**src/nlcr_pkg.sv**
```systemverilog
// Summary of operation
// - coefficients go live only on commit bit
// - either register's commit bit commits filter
// - 14-bit coefficients in bits 13:0, reset zero
// - bit 14 enables filters 1 to 3
// - filter 3 bit 14 selects low-pass
// - limiter timing bit 8 enables limiter
// - release code doubles from 750us, clamps
// - attack code doubles from 94us, clamps
// - limiter times scale with sample rate
// - threshold -1dB steps to -6dB clamp
// - bit 14 enables filter 0 too
// - gain lift 0 to 12dB, always applied
package nlcr_pkg;
   // register bus widths
   localparam int unsigned ADDR_W = 7;                // control port word address
   localparam int unsigned DATA_W = 16;               // control port data width
   localparam int unsigned COEF_W = 14;               // notch coefficient width
   localparam int unsigned FILT_N = 4;                // number of notch filters
   // register offsets
   localparam logic [6:0] OFS_NOTCH0_CTRL_COEF_A   = 7'h10;
   localparam logic [6:0] OFS_NOTCH0_COEF_B        = 7'h11;
   localparam logic [6:0] OFS_NOTCH1_CTRL_COEF_A   = 7'h12;
   localparam logic [6:0] OFS_NOTCH1_COEF_B        = 7'h13;
   localparam logic [6:0] OFS_NOTCH2_CTRL_COEF_A   = 7'h14;
   localparam logic [6:0] OFS_NOTCH2_COEF_B        = 7'h15;
   localparam logic [6:0] OFS_NOTCH3_CTRL_COEF_A   = 7'h16;
   localparam logic [6:0] OFS_NOTCH3_MODE_COEF_B   = 7'h17;
   localparam logic [6:0] OFS_LIMITER_ENABLE_TIMING = 7'h18;
   localparam logic [6:0] OFS_LIMITER_LEVEL_BOOST  = 7'h19;
   // field positions
   localparam int unsigned BIT_COMMIT    = 15;        // filter_commit_bit
   localparam int unsigned BIT_FILT_ON   = 14;        // enable / low-pass select
   localparam int unsigned BIT_LIM_ON    = 8;         // peak_limiter_on
   localparam int unsigned LSB_RELEASE   = 4;         // peak_limiter_release 7:4
   localparam int unsigned LSB_ATTACK    = 0;         // peak_limiter_attack 3:0
   localparam int unsigned LSB_THRESHOLD = 4;         // peak_limiter_threshold 6:4
   localparam int unsigned LSB_LIFT      = 0;         // peak_limiter_gain_lift 3:0
   // reset values
   localparam logic [13:0] RST_COEF      = 14'h0000;
   localparam logic [3:0]  RST_RELEASE   = 4'h3;
   localparam logic [3:0]  RST_ATTACK    = 4'h2;
   localparam logic [2:0]  RST_THRESHOLD = 3'h0;
   localparam logic [3:0]  RST_LIFT      = 4'h0;
   // limiter step times at the 44.1 kHz reference rate
   localparam int unsigned REF_RATE_HZ     = 44100;
   localparam int unsigned RELEASE_BASE_NS = 750000;  // 750 us per 6 dB at code 0
   localparam int unsigned ATTACK_BASE_NS  = 94000;   // 94 us per 6 dB at code 0
   // the same step times as counts of audio samples, so they follow the rate
   localparam int unsigned RELEASE_BASE_SMP =
      (RELEASE_BASE_NS / 1000) * REF_RATE_HZ / 1000000;
   localparam int unsigned ATTACK_BASE_SMP =
      (ATTACK_BASE_NS / 1000) * REF_RATE_HZ / 1000000;
   localparam logic [3:0] TIME_CODE_MAX   = 4'hb;     // codes above read as this
   localparam int unsigned STEP_W         = 17;       // width of a step count
   localparam logic [2:0] THRESHOLD_CLAMP = 3'h5;     // -6 dB and below
   localparam logic [3:0] LIFT_CLAMP      = 4'hc;     // +12 dB
endpackage

```
**src/nlcr_step_time.sv**
```systemverilog
`timescale 1ns/1ps
`default_nettype none
// turns a 4-bit limiter time code into samples per 6 dB step
module nlcr_step_time #(
   parameter int unsigned   BASE_SMP = 4,     // samples per step at code 0
   parameter logic [3:0]    RST_CODE = 4'h0   // code held by the register at reset
) (
   input  wire logic                        clk,
   input  wire logic                        reset,
   input  wire logic [3:0]                  code,
   output logic [nlcr_pkg::STEP_W-1:0]      step_samples
);
   logic [3:0]                 eff_code;              // code after clamping
   logic [nlcr_pkg::STEP_W-1:0] next_step_samples;    // decoded count

   if (BASE_SMP == 0 || (BASE_SMP << 11) >= (1 << nlcr_pkg::STEP_W)) begin : g_bad
      $error("nlcr_step_time: base count does not fit");
   end

   // each code doubles the time; top codes all give the longest time
   always_comb begin
      eff_code = (code > nlcr_pkg::TIME_CODE_MAX) ? nlcr_pkg::TIME_CODE_MAX : code;
      // counted in samples so that the real time tracks the sample rate
      next_step_samples = nlcr_pkg::STEP_W'(BASE_SMP) << eff_code;
   end

   // registered so the limiter engine sees a clean value
   always_ff @(posedge clk or posedge reset) begin
      if (reset) begin
         step_samples <= nlcr_pkg::STEP_W'(BASE_SMP) << RST_CODE;
      end else begin
         step_samples <= next_step_samples;
      end
   end
endmodule
`default_nettype wire

```
**src/nlcr_notch_chan.sv**
```systemverilog
`timescale 1ns/1ps
`default_nettype none
// one notch filter: pending coefficients, working coefficients, control bits
module nlcr_notch_chan #(
   parameter bit HAS_MODE = 1'b0     // second register bit 14 is a mode select
) (
   input  wire logic                         clk,
   input  wire logic                         reset,
   input  wire logic                         wr_first,     // write to first register
   input  wire logic                         wr_second,    // write to second register
   input  wire logic [nlcr_pkg::DATA_W-1:0]  wdata,
   output logic [nlcr_pkg::COEF_W-1:0]       pend_first,   // last written first coef
   output logic [nlcr_pkg::COEF_W-1:0]       pend_second,  // last written second coef
   output logic [nlcr_pkg::COEF_W-1:0]       work_first,   // coefficient in use
   output logic [nlcr_pkg::COEF_W-1:0]       work_second,  // coefficient in use
   output logic                              filt_on,      // filter applied
   output logic                              mode_sel,     // low-pass when set
   output logic                              commit_pulse  // one cycle after a commit
);
   logic [nlcr_pkg::COEF_W-1:0] next_pend_first;     // pending first after write
   logic [nlcr_pkg::COEF_W-1:0] next_pend_second;    // pending second after write
   logic [nlcr_pkg::COEF_W-1:0] next_work_first;     // working first after commit
   logic [nlcr_pkg::COEF_W-1:0] next_work_second;    // working second after commit
   logic                        next_filt_on;        // enable after write
   logic                        next_mode_sel;       // mode after write
   logic                        commit;              // commit bit written high

   // decode a write into the pending set and control bits
   always_comb begin
      next_pend_first  = pend_first;
      next_pend_second = pend_second;
      next_filt_on     = filt_on;
      next_mode_sel    = mode_sel;
      if (wr_first) begin
         next_pend_first = wdata[nlcr_pkg::COEF_W-1:0];
         next_filt_on    = wdata[nlcr_pkg::BIT_FILT_ON];
      end
      if (wr_second) begin
         next_pend_second = wdata[nlcr_pkg::COEF_W-1:0];
         // bit 14 is reserved unless this filter has a mode select
         next_mode_sel = HAS_MODE ? wdata[nlcr_pkg::BIT_FILT_ON] : 1'b0;
      end
      // commit from either register, including the value written with it
      commit = (wr_first | wr_second) & wdata[nlcr_pkg::BIT_COMMIT];
      next_work_first  = commit ? next_pend_first  : work_first;
      next_work_second = commit ? next_pend_second : work_second;
   end

   // register everything; all coefficients start at zero
   always_ff @(posedge clk or posedge reset) begin
      if (reset) begin
         pend_first   <= nlcr_pkg::RST_COEF;
         pend_second  <= nlcr_pkg::RST_COEF;
         work_first   <= nlcr_pkg::RST_COEF;
         work_second  <= nlcr_pkg::RST_COEF;
         filt_on      <= 1'b0;
         mode_sel     <= 1'b0;
         commit_pulse <= 1'b0;
      end else begin
         pend_first   <= next_pend_first;
         pend_second  <= next_pend_second;
         work_first   <= next_work_first;
         work_second  <= next_work_second;
         filt_on      <= next_filt_on;
         mode_sel     <= next_mode_sel;
         commit_pulse <= commit;
      end
   end
endmodule
`default_nettype wire

```
**src/nlcr_config_regs.sv**
```systemverilog
`timescale 1ns/1ps
`default_nettype none
// notch filter and playback limiter configuration bank
// registers are written and read through a plain word port that the serial
// control interface drives; this bank only holds and decodes the values
module nlcr_config_regs (
   input  wire logic                         clk,
   input  wire logic                         reset,
   // register port from the serial control interface
   input  wire logic                         reg_wr,       // write strobe, one cycle
   input  wire logic [nlcr_pkg::ADDR_W-1:0]  reg_addr,     // word address
   input  wire logic [nlcr_pkg::DATA_W-1:0]  reg_wdata,    // write data
   output logic [nlcr_pkg::DATA_W-1:0]       reg_rdata,    // read data, next cycle
   output logic                              reg_hit,      // address is in this bank
   // notch filter 0
   output logic [nlcr_pkg::COEF_W-1:0]       filt0_coef_first,
   output logic [nlcr_pkg::COEF_W-1:0]       filt0_coef_second,
   output logic                              filt0_on,
   output logic                              filt0_commit,
   // notch filter 1
   output logic [nlcr_pkg::COEF_W-1:0]       filt1_coef_first,
   output logic [nlcr_pkg::COEF_W-1:0]       filt1_coef_second,
   output logic                              filt1_on,
   output logic                              filt1_commit,
   // notch filter 2
   output logic [nlcr_pkg::COEF_W-1:0]       filt2_coef_first,
   output logic [nlcr_pkg::COEF_W-1:0]       filt2_coef_second,
   output logic                              filt2_on,
   output logic                              filt2_commit,
   // notch filter 3
   output logic [nlcr_pkg::COEF_W-1:0]       filt3_coef_first,
   output logic [nlcr_pkg::COEF_W-1:0]       filt3_coef_second,
   output logic                              filt3_on,
   output logic                              filt3_commit,
   output logic                              filt3_lowpass_sel,
   // playback limiter
   output logic                              peak_limiter_on,
   output logic [3:0]                        peak_limiter_release,
   output logic [3:0]                        peak_limiter_attack,
   output logic [nlcr_pkg::STEP_W-1:0]       release_step_samples,
   output logic [nlcr_pkg::STEP_W-1:0]       attack_step_samples,
   output logic [2:0]                        peak_limiter_threshold,
   output logic [2:0]                        threshold_db_below,   // 1..6 dB below full
   output logic [3:0]                        peak_limiter_gain_lift,
   output logic [3:0]                        gain_lift_db          // 0..12 dB
);
   localparam int unsigned FN = nlcr_pkg::FILT_N;
   localparam int unsigned CW = nlcr_pkg::COEF_W;

   // per-filter write strobes
   logic [FN-1:0]  wr_first;                  // write to first register of filter
   logic [FN-1:0]  wr_second;                 // write to second register of filter
   // per-filter state from the channels
   logic [CW-1:0]  pend_first  [FN];          // readback of first coefficient
   logic [CW-1:0]  pend_second [FN];          // readback of second coefficient
   logic [CW-1:0]  work_first  [FN];          // coefficient in use
   logic [CW-1:0]  work_second [FN];          // coefficient in use
   logic [FN-1:0]  on_bits;                   // enable bit per filter
   logic [FN-1:0]  mode_bits;                 // mode bit per filter
   logic [FN-1:0]  commit_bits;               // commit pulse per filter

   // limiter register fields
   logic           lim_on;                    // limiter enable
   logic [3:0]     lim_release;               // release code
   logic [3:0]     lim_attack;                // attack code
   logic [2:0]     lim_threshold;             // threshold code
   logic [3:0]     lim_lift;                  // gain lift code
   logic           next_lim_on;
   logic [3:0]     next_lim_release;
   logic [3:0]     next_lim_attack;
   logic [2:0]     next_lim_threshold;
   logic [3:0]     next_lim_lift;
   logic [2:0]     next_threshold_db_below;
   logic [3:0]     next_gain_lift_db;
   // readback
   logic [nlcr_pkg::DATA_W-1:0] next_reg_rdata;
   logic                        next_reg_hit;
   logic                        addr_notch;   // address inside the notch range
   logic [1:0]                  filt_index;   // filter addressed
   logic                        filt_second;  // second register of the pair

   // notch range decode: pairs of words from the first notch register upward
   always_comb begin
      addr_notch = (reg_addr >= nlcr_pkg::OFS_NOTCH0_CTRL_COEF_A) &&
                   (reg_addr <= nlcr_pkg::OFS_NOTCH3_MODE_COEF_B);
      filt_index  = reg_addr[2:1];
      filt_second = reg_addr[0];
   end

   // one channel per filter; only filter 3 has a mode select
   for (genvar i = 0; i < FN; i++) begin : g_filt
      // steer the write strobe to the addressed register of this filter
      always_comb begin
         wr_first[i]  = reg_wr && addr_notch && (filt_index == 2'(i)) && !filt_second;
         wr_second[i] = reg_wr && addr_notch && (filt_index == 2'(i)) && filt_second;
      end

      nlcr_notch_chan #(
         .HAS_MODE (i == FN - 1)
      ) u_chan (
         .clk          (clk),
         .reset        (reset),
         .wr_first     (wr_first[i]),
         .wr_second    (wr_second[i]),
         .wdata        (reg_wdata),
         .pend_first   (pend_first[i]),
         .pend_second  (pend_second[i]),
         .work_first   (work_first[i]),
         .work_second  (work_second[i]),
         .filt_on      (on_bits[i]),
         .mode_sel     (mode_bits[i]),
         .commit_pulse (commit_bits[i])
      );
   end

   // fan the channel state out to named ports
   always_comb begin
      filt0_coef_first  = work_first[0];
      filt0_coef_second = work_second[0];
      filt0_on          = on_bits[0];
      filt0_commit      = commit_bits[0];
      filt1_coef_first  = work_first[1];
      filt1_coef_second = work_second[1];
      filt1_on          = on_bits[1];
      filt1_commit      = commit_bits[1];
      filt2_coef_first  = work_first[2];
      filt2_coef_second = work_second[2];
      filt2_on          = on_bits[2];
      filt2_commit      = commit_bits[2];
      filt3_coef_first  = work_first[3];
      filt3_coef_second = work_second[3];
      filt3_on          = on_bits[3];
      filt3_commit      = commit_bits[3];
      filt3_lowpass_sel = mode_bits[3];
   end

   // limiter register writes; bits outside the fields are dropped
   always_comb begin
      next_lim_on        = lim_on;
      next_lim_release   = lim_release;
      next_lim_attack    = lim_attack;
      next_lim_threshold = lim_threshold;
      next_lim_lift      = lim_lift;
      if (reg_wr && reg_addr == nlcr_pkg::OFS_LIMITER_ENABLE_TIMING) begin
         next_lim_on      = reg_wdata[nlcr_pkg::BIT_LIM_ON];
         next_lim_release = reg_wdata[nlcr_pkg::LSB_RELEASE +: 4];
         next_lim_attack  = reg_wdata[nlcr_pkg::LSB_ATTACK +: 4];
      end
      if (reg_wr && reg_addr == nlcr_pkg::OFS_LIMITER_LEVEL_BOOST) begin
         next_lim_threshold = reg_wdata[nlcr_pkg::LSB_THRESHOLD +: 3];
         next_lim_lift      = reg_wdata[nlcr_pkg::LSB_LIFT +: 4];
      end
   end

   // decode threshold and lift from the values about to be held
   always_comb begin
      // -1 dB at code 0, one dB per step, all top codes at -6 dB
      if (next_lim_threshold >= nlcr_pkg::THRESHOLD_CLAMP) begin
         next_threshold_db_below = nlcr_pkg::THRESHOLD_CLAMP + 3'h1;
      end else begin
         next_threshold_db_below = next_lim_threshold + 3'h1;
      end
      // reserved lift codes are held at the top legal step
      if (next_lim_lift > nlcr_pkg::LIFT_CLAMP) begin
         next_gain_lift_db = nlcr_pkg::LIFT_CLAMP;
      end else begin
         next_gain_lift_db = next_lim_lift;
      end
   end

   // limiter register state
   always_ff @(posedge clk or posedge reset) begin
      if (reset) begin
         lim_on             <= 1'b0;
         lim_release        <= nlcr_pkg::RST_RELEASE;
         lim_attack         <= nlcr_pkg::RST_ATTACK;
         lim_threshold      <= nlcr_pkg::RST_THRESHOLD;
         lim_lift           <= nlcr_pkg::RST_LIFT;
         threshold_db_below <= nlcr_pkg::RST_THRESHOLD + 3'h1;
         gain_lift_db       <= nlcr_pkg::RST_LIFT;
      end else begin
         lim_on             <= next_lim_on;
         lim_release        <= next_lim_release;
         lim_attack         <= next_lim_attack;
         lim_threshold      <= next_lim_threshold;
         lim_lift           <= next_lim_lift;
         threshold_db_below <= next_threshold_db_below;
         gain_lift_db       <= next_gain_lift_db;
      end
   end

   // raw limiter fields out; the lift acts whether or not the limiter runs
   always_comb begin
      peak_limiter_on        = lim_on;
      peak_limiter_release   = lim_release;
      peak_limiter_attack    = lim_attack;
      peak_limiter_threshold = lim_threshold;
      peak_limiter_gain_lift = lim_lift;
   end

   // release time per 6 dB step, counted in samples
   nlcr_step_time #(
      .BASE_SMP (nlcr_pkg::RELEASE_BASE_SMP),
      .RST_CODE (nlcr_pkg::RST_RELEASE)
   ) u_release (
      .clk          (clk),
      .reset        (reset),
      .code         (lim_release),
      .step_samples (release_step_samples)
   );

   // attack time per 6 dB step, counted in samples
   nlcr_step_time #(
      .BASE_SMP (nlcr_pkg::ATTACK_BASE_SMP),
      .RST_CODE (nlcr_pkg::RST_ATTACK)
   ) u_attack (
      .clk          (clk),
      .reset        (reset),
      .code         (lim_attack),
      .step_samples (attack_step_samples)
   );

   // readback of the addressed word; commit bits and reserved bits read zero
   always_comb begin
      next_reg_rdata = '0;
      next_reg_hit   = 1'b1;
      if (addr_notch) begin
         if (!filt_second) begin
            next_reg_rdata[CW-1:0]               = pend_first[filt_index];
            next_reg_rdata[nlcr_pkg::BIT_FILT_ON] = on_bits[filt_index];
         end else begin
            next_reg_rdata[CW-1:0]               = pend_second[filt_index];
            next_reg_rdata[nlcr_pkg::BIT_FILT_ON] = mode_bits[filt_index];
         end
      end else if (reg_addr == nlcr_pkg::OFS_LIMITER_ENABLE_TIMING) begin
         next_reg_rdata[nlcr_pkg::BIT_LIM_ON]        = lim_on;
         next_reg_rdata[nlcr_pkg::LSB_RELEASE +: 4]  = lim_release;
         next_reg_rdata[nlcr_pkg::LSB_ATTACK +: 4]   = lim_attack;
      end else if (reg_addr == nlcr_pkg::OFS_LIMITER_LEVEL_BOOST) begin
         next_reg_rdata[nlcr_pkg::LSB_THRESHOLD +: 3] = lim_threshold;
         next_reg_rdata[nlcr_pkg::LSB_LIFT +: 4]      = lim_lift;
      end else begin
         // not in this bank: read zero, flag the miss
         next_reg_hit = 1'b0;
      end
   end

   // readback register, loaded every cycle from the current address
   always_ff @(posedge clk or posedge reset) begin
      if (reset) begin
         reg_rdata <= '0;
         reg_hit   <= 1'b0;
      end else begin
         reg_rdata <= next_reg_rdata;
         reg_hit   <= next_reg_hit;
      end
   end
endmodule
`default_nettype wire

```
**config.mk**
```make
export PLATFORM = sky130hd
export DESIGN_NAME = nlcr_config_regs
export DESIGN_NICKNAME = d
export VERILOG_FILES = /design/src/nlcr_pkg.sv /design/src/nlcr_step_time.sv /design/src/nlcr_notch_chan.sv /design/src/nlcr_config_regs.sv
export SDC_FILE = /design/constraint.sdc
export NUM_CORES = 1
export LEC_CHECK = 0
export BUFFER_PORTS_ARGS = -buffer_cell sky130_fd_sc_hd__clkbuf_2
export CAP_MARGIN = 20
export CORE_ASPECT_RATIO = 1.4
export CORE_MARGIN = 2
export CORE_UTILIZATION = 50
export DETAILED_ROUTE_END_ITERATION = 10
export HOLD_SLACK_MARGIN = 0.02
export PLACE_DENSITY_LB_ADDON = 0.2
export SLEW_MARGIN = 10
export SYNTH_ARGS = -nofsm -noshare
export SYNTH_HDL_FRONTEND = slang
export SYNTH_SLANG_ARGS = --single-unit
export TNS_END_PERCENT = 50
```
**constraint.sdc**
```tcl
create_clock -name clk -period 14.5 [get_ports clk]
set_clock_uncertainty 0.05 [all_clocks]
set_input_delay 1.45 -clock clk [delete_from_list [all_inputs] [get_ports clk]]
set_output_delay 1.45 -clock clk [all_outputs]
set_load 0.01 [all_outputs]
```
==> results.md <==
- Status: completed
- Syn Std Cell Area: about 0.014 mm2
- Top cell type's share of synthesized area: 0.5485
- Drt first pass iters: 5
- Ranking of synthesized cells by instance count: dfrtp_1, a31oi_1, nand2_1, nand3_1, o21ai_0
- RSZ-0062 raised after global routing: false
- Clock transition at path regs: roughly 0.07 ns
- Grt met2 use: 0.4847
- Post CTS Setup Buffer Count: 0
- Share of cells above drive strength 1: 0.2746
- Critical path required time: about 15 ns
- LEAKAGE: around 0.0076 uW
- Remaining Overflow, GRT: 0
- Predominant post-synthesis flop cell: dfrtp_1
- Hold WC Path Type: register to register
- YS warnings: 0
- Top Ports: about 220
- Met3 Use GR: 0.05465
- Top area cells in the synthesized netlist: dfrtp_1, a31oi_1, mux4_2, nand3_1, nand2_1
- CTS root buf: clkbuf_16
- Period Utilization, post-route: 0.2866
- CTS Buf Count: 29
- GRT Max-Usage Layer: met2
- Final GP Congestion: 0.8986
- Vias in the first global route: roughly 11000
- Post-synth top area cell: dfrtp_1
- First-pass GRT wire length: around 67 mm
- Nets@finish: around 1400
- Register bit total from synthesis: 303
- Cells after Synth: between 1000 and 1500
- Die width: around 140 um
- Async S/R FF share, synth: 1.000
- Clk sinks: about 300
- Fin. max-slew vios: 0
- Overall power: between 2000 and 2500 uW
- Slew @ Worst Pin: about 0.96 ns
- Post-CTS Resized: 0
- Initial DRC Count: ~1200
- Fill count: ~2300
- CTS Buffer Depth: 3
- Via density: between 6 and 7
- Worst setup EP type: register
- Htree depth: 1
- Gr usage total: 0.3117
- Largest net degree at the start of global routing: about 170
- Crit-path max FO: ~60
- Slew Limit Headroom: 0.3625
- TritonCTS clock tree: yes
- Skew-Pair Late Insertion Delay: about 0.56 ns
- Post-route antenna net violation count: 0
- Count leader, synth: dfrtp_1
- PortBufs: approximately 220
- Hold Slack: approximately 0.47 ns
- Detailed Route WL: 44.41 mm
- Die ar.: between 0.02 and 0.03 mm2
- Final Setup Violations: 0
- Critical path type: primary input to register
- Fmax: ~240 MHz
- Max Cap Violations: 0
- Row count: 71
- Setup_tns: 0 ns
- Startpoint Class: primary input
- DRC viols: 0
- Fin. Hold Viols: 0
- Tmin final: approximately 4.2 ns
- Crit path arrival time: 4.51 ns
- Initial Utilization: 0.5051
- Core Box Area: about 0.027 mm2
- Unique masters post-synth: 50
- Via count: 11163
- Initial antenna violation count: 2
- Syn_area_per_cell: around 11 um2
- Post-Layout Cell Count: 1728
- VDD IR max: ~0.098 mV
- Post-synth EDFFs: 0
- Synthesis-to-finish area growth: 14.03%
- Met1 Usage GRT: 0.4253
- Inst Count DP: about 1700
- WL per Instance: 25.70 um
- Power per cell area: around 130 mW/mm2
- HPWL Detailed: 28.49 mm
- Sequential cell area fraction in the yosys report: 0.5621
- Die Y-Extent: just under 200 um
- Hold-fix buffers, CTS: 0
- Util after Layout: 0.5759
## registers in the layout, indices dropped and copies added (netlist names), 15 cells and up
| name | cells |
|---|---|
| g_filt.u_chan.pend_first | 56 |
| g_filt.u_chan.pend_second | 56 |
| g_filt.u_chan.work_first | 56 |
| g_filt.u_chan.work_second | 56 |
| reg_rdata | 15 |
| u_attack.step_samples | 15 |
| u_release.step_samples | 17 |
## per-stage QoR
stage / cell area [um2] / setup WS (ns)
after global placement: 14400 / 9.598
after floorplan: 13520 / 4.637
after CTS: 15340 / 10.10
after detailed placement: 14400 / 9.552
final: 15400 / 10.34
after global routing: 15400 / 10.23
## logic make-up (layout without fill, tap and decap cells)
| family | Yosys count | after routing | synth area share |
|---|---|---|---|
| other cells | 1 | 7 | 0.0002777 |
| mux | 75 | 75 | 0.08551 |
| compound gates | 359 | 359 | 0.1584 |
| xor+xnor | 1 | 1 | 0.0006486 |
| flops | 303 | 303 | 0.5621 |
| buf+inv | 139 | 288 | 0.06013 |
| simple gates | 328 | 328 | 0.1311 |
| fa+ha+maj | 2 | 2 | 0.001853 |
## worst max-delay path, cell delays in order
cell	delay [ns]
clkbuf_2	0.38
nor4b_4	0.38
buf_4	0.57
buf_4	0.69
and3_2	0.75
a31oi_1	0.18
## cell type report
class	count	area (um2)	area share
clock inverter	7	41.29	0.002681
clock buffer	47	893.4	0.05801
timing repair buffer	233	1254	0.08141
tap	365	456.7	0.02966
inverter	1	11.26	0.0007312
sequential	303	7591	0.4929
antenna	1	2.502	0.0001625
multi-input combinational	771	5150	0.3344
## routing by layer
layer,vias up,wire length [um]
met4,2,2289
met3,113,3742
li1,4744,-
met5,-,13
met2,633,21070
met1,5671,17300
## layout by cell type (no fill, tap or decap), drive strengths merged, types with 5 or more instances in the layout
master / netlist / layout
dfrtp: 296 / 296
clkbuf: 38 / 264
a31oi: 224 / 224
nand2: 124 / 124
o21ai: 119 / 119
nand3: 116 / 116
mux4: 30 / 30
mux2: 23 / 23
nor2: 22 / 22
mux2i: 22 / 22
buf: 100 / 16
nand2b: 11 / 11
nor3: 11 / 11
o22ai: 9 / 9
dfstp: 7 / 7
conb: 1 / 6
clkinv: 0 / 5
nor4b: 5 / 5
## worst paths after layout
kind                                                          start                                           to  slack (ns)  depth (start not counted)
max                                                     reg_addr[3]  g_filt[0].u_chan.work_second[2]$_DFFE_PP0P_       10.34                          6
min                        g_filt[2].u_chan.pend_first[4]$_DFF_PP0_     g_filt[2].u_chan.pend_first[4]$_DFF_PP0_        0.47                          2
max reg2reg                     peak_limiter_threshold[0]$_DFF_PP0_              threshold_db_below[2]$_DFF_PP0_       12.52                          5
min reg2reg                g_filt[2].u_chan.pend_first[4]$_DFF_PP0_     g_filt[2].u_chan.pend_first[4]$_DFF_PP0_        0.47                          2
max in group asynchronous                                     reset    g_filt[2].u_chan.pend_second[5]$_DFF_PP0_       11.98                          3
min in group asynchronous                                     reset              threshold_db_below[2]$_DFF_PP0_        1.02                          2
## report_power, final
group | leakage [uW] | total, uW | internal [uW] | switching [uW]
logic | 0.00307 | 285 | 108 | 176
clock network | 0.000463 | 749 | 420 | 329
registers | 0.00406 | 999 | 927 | 72.5
No activity file was read; power rests on OpenSTA's default activity.
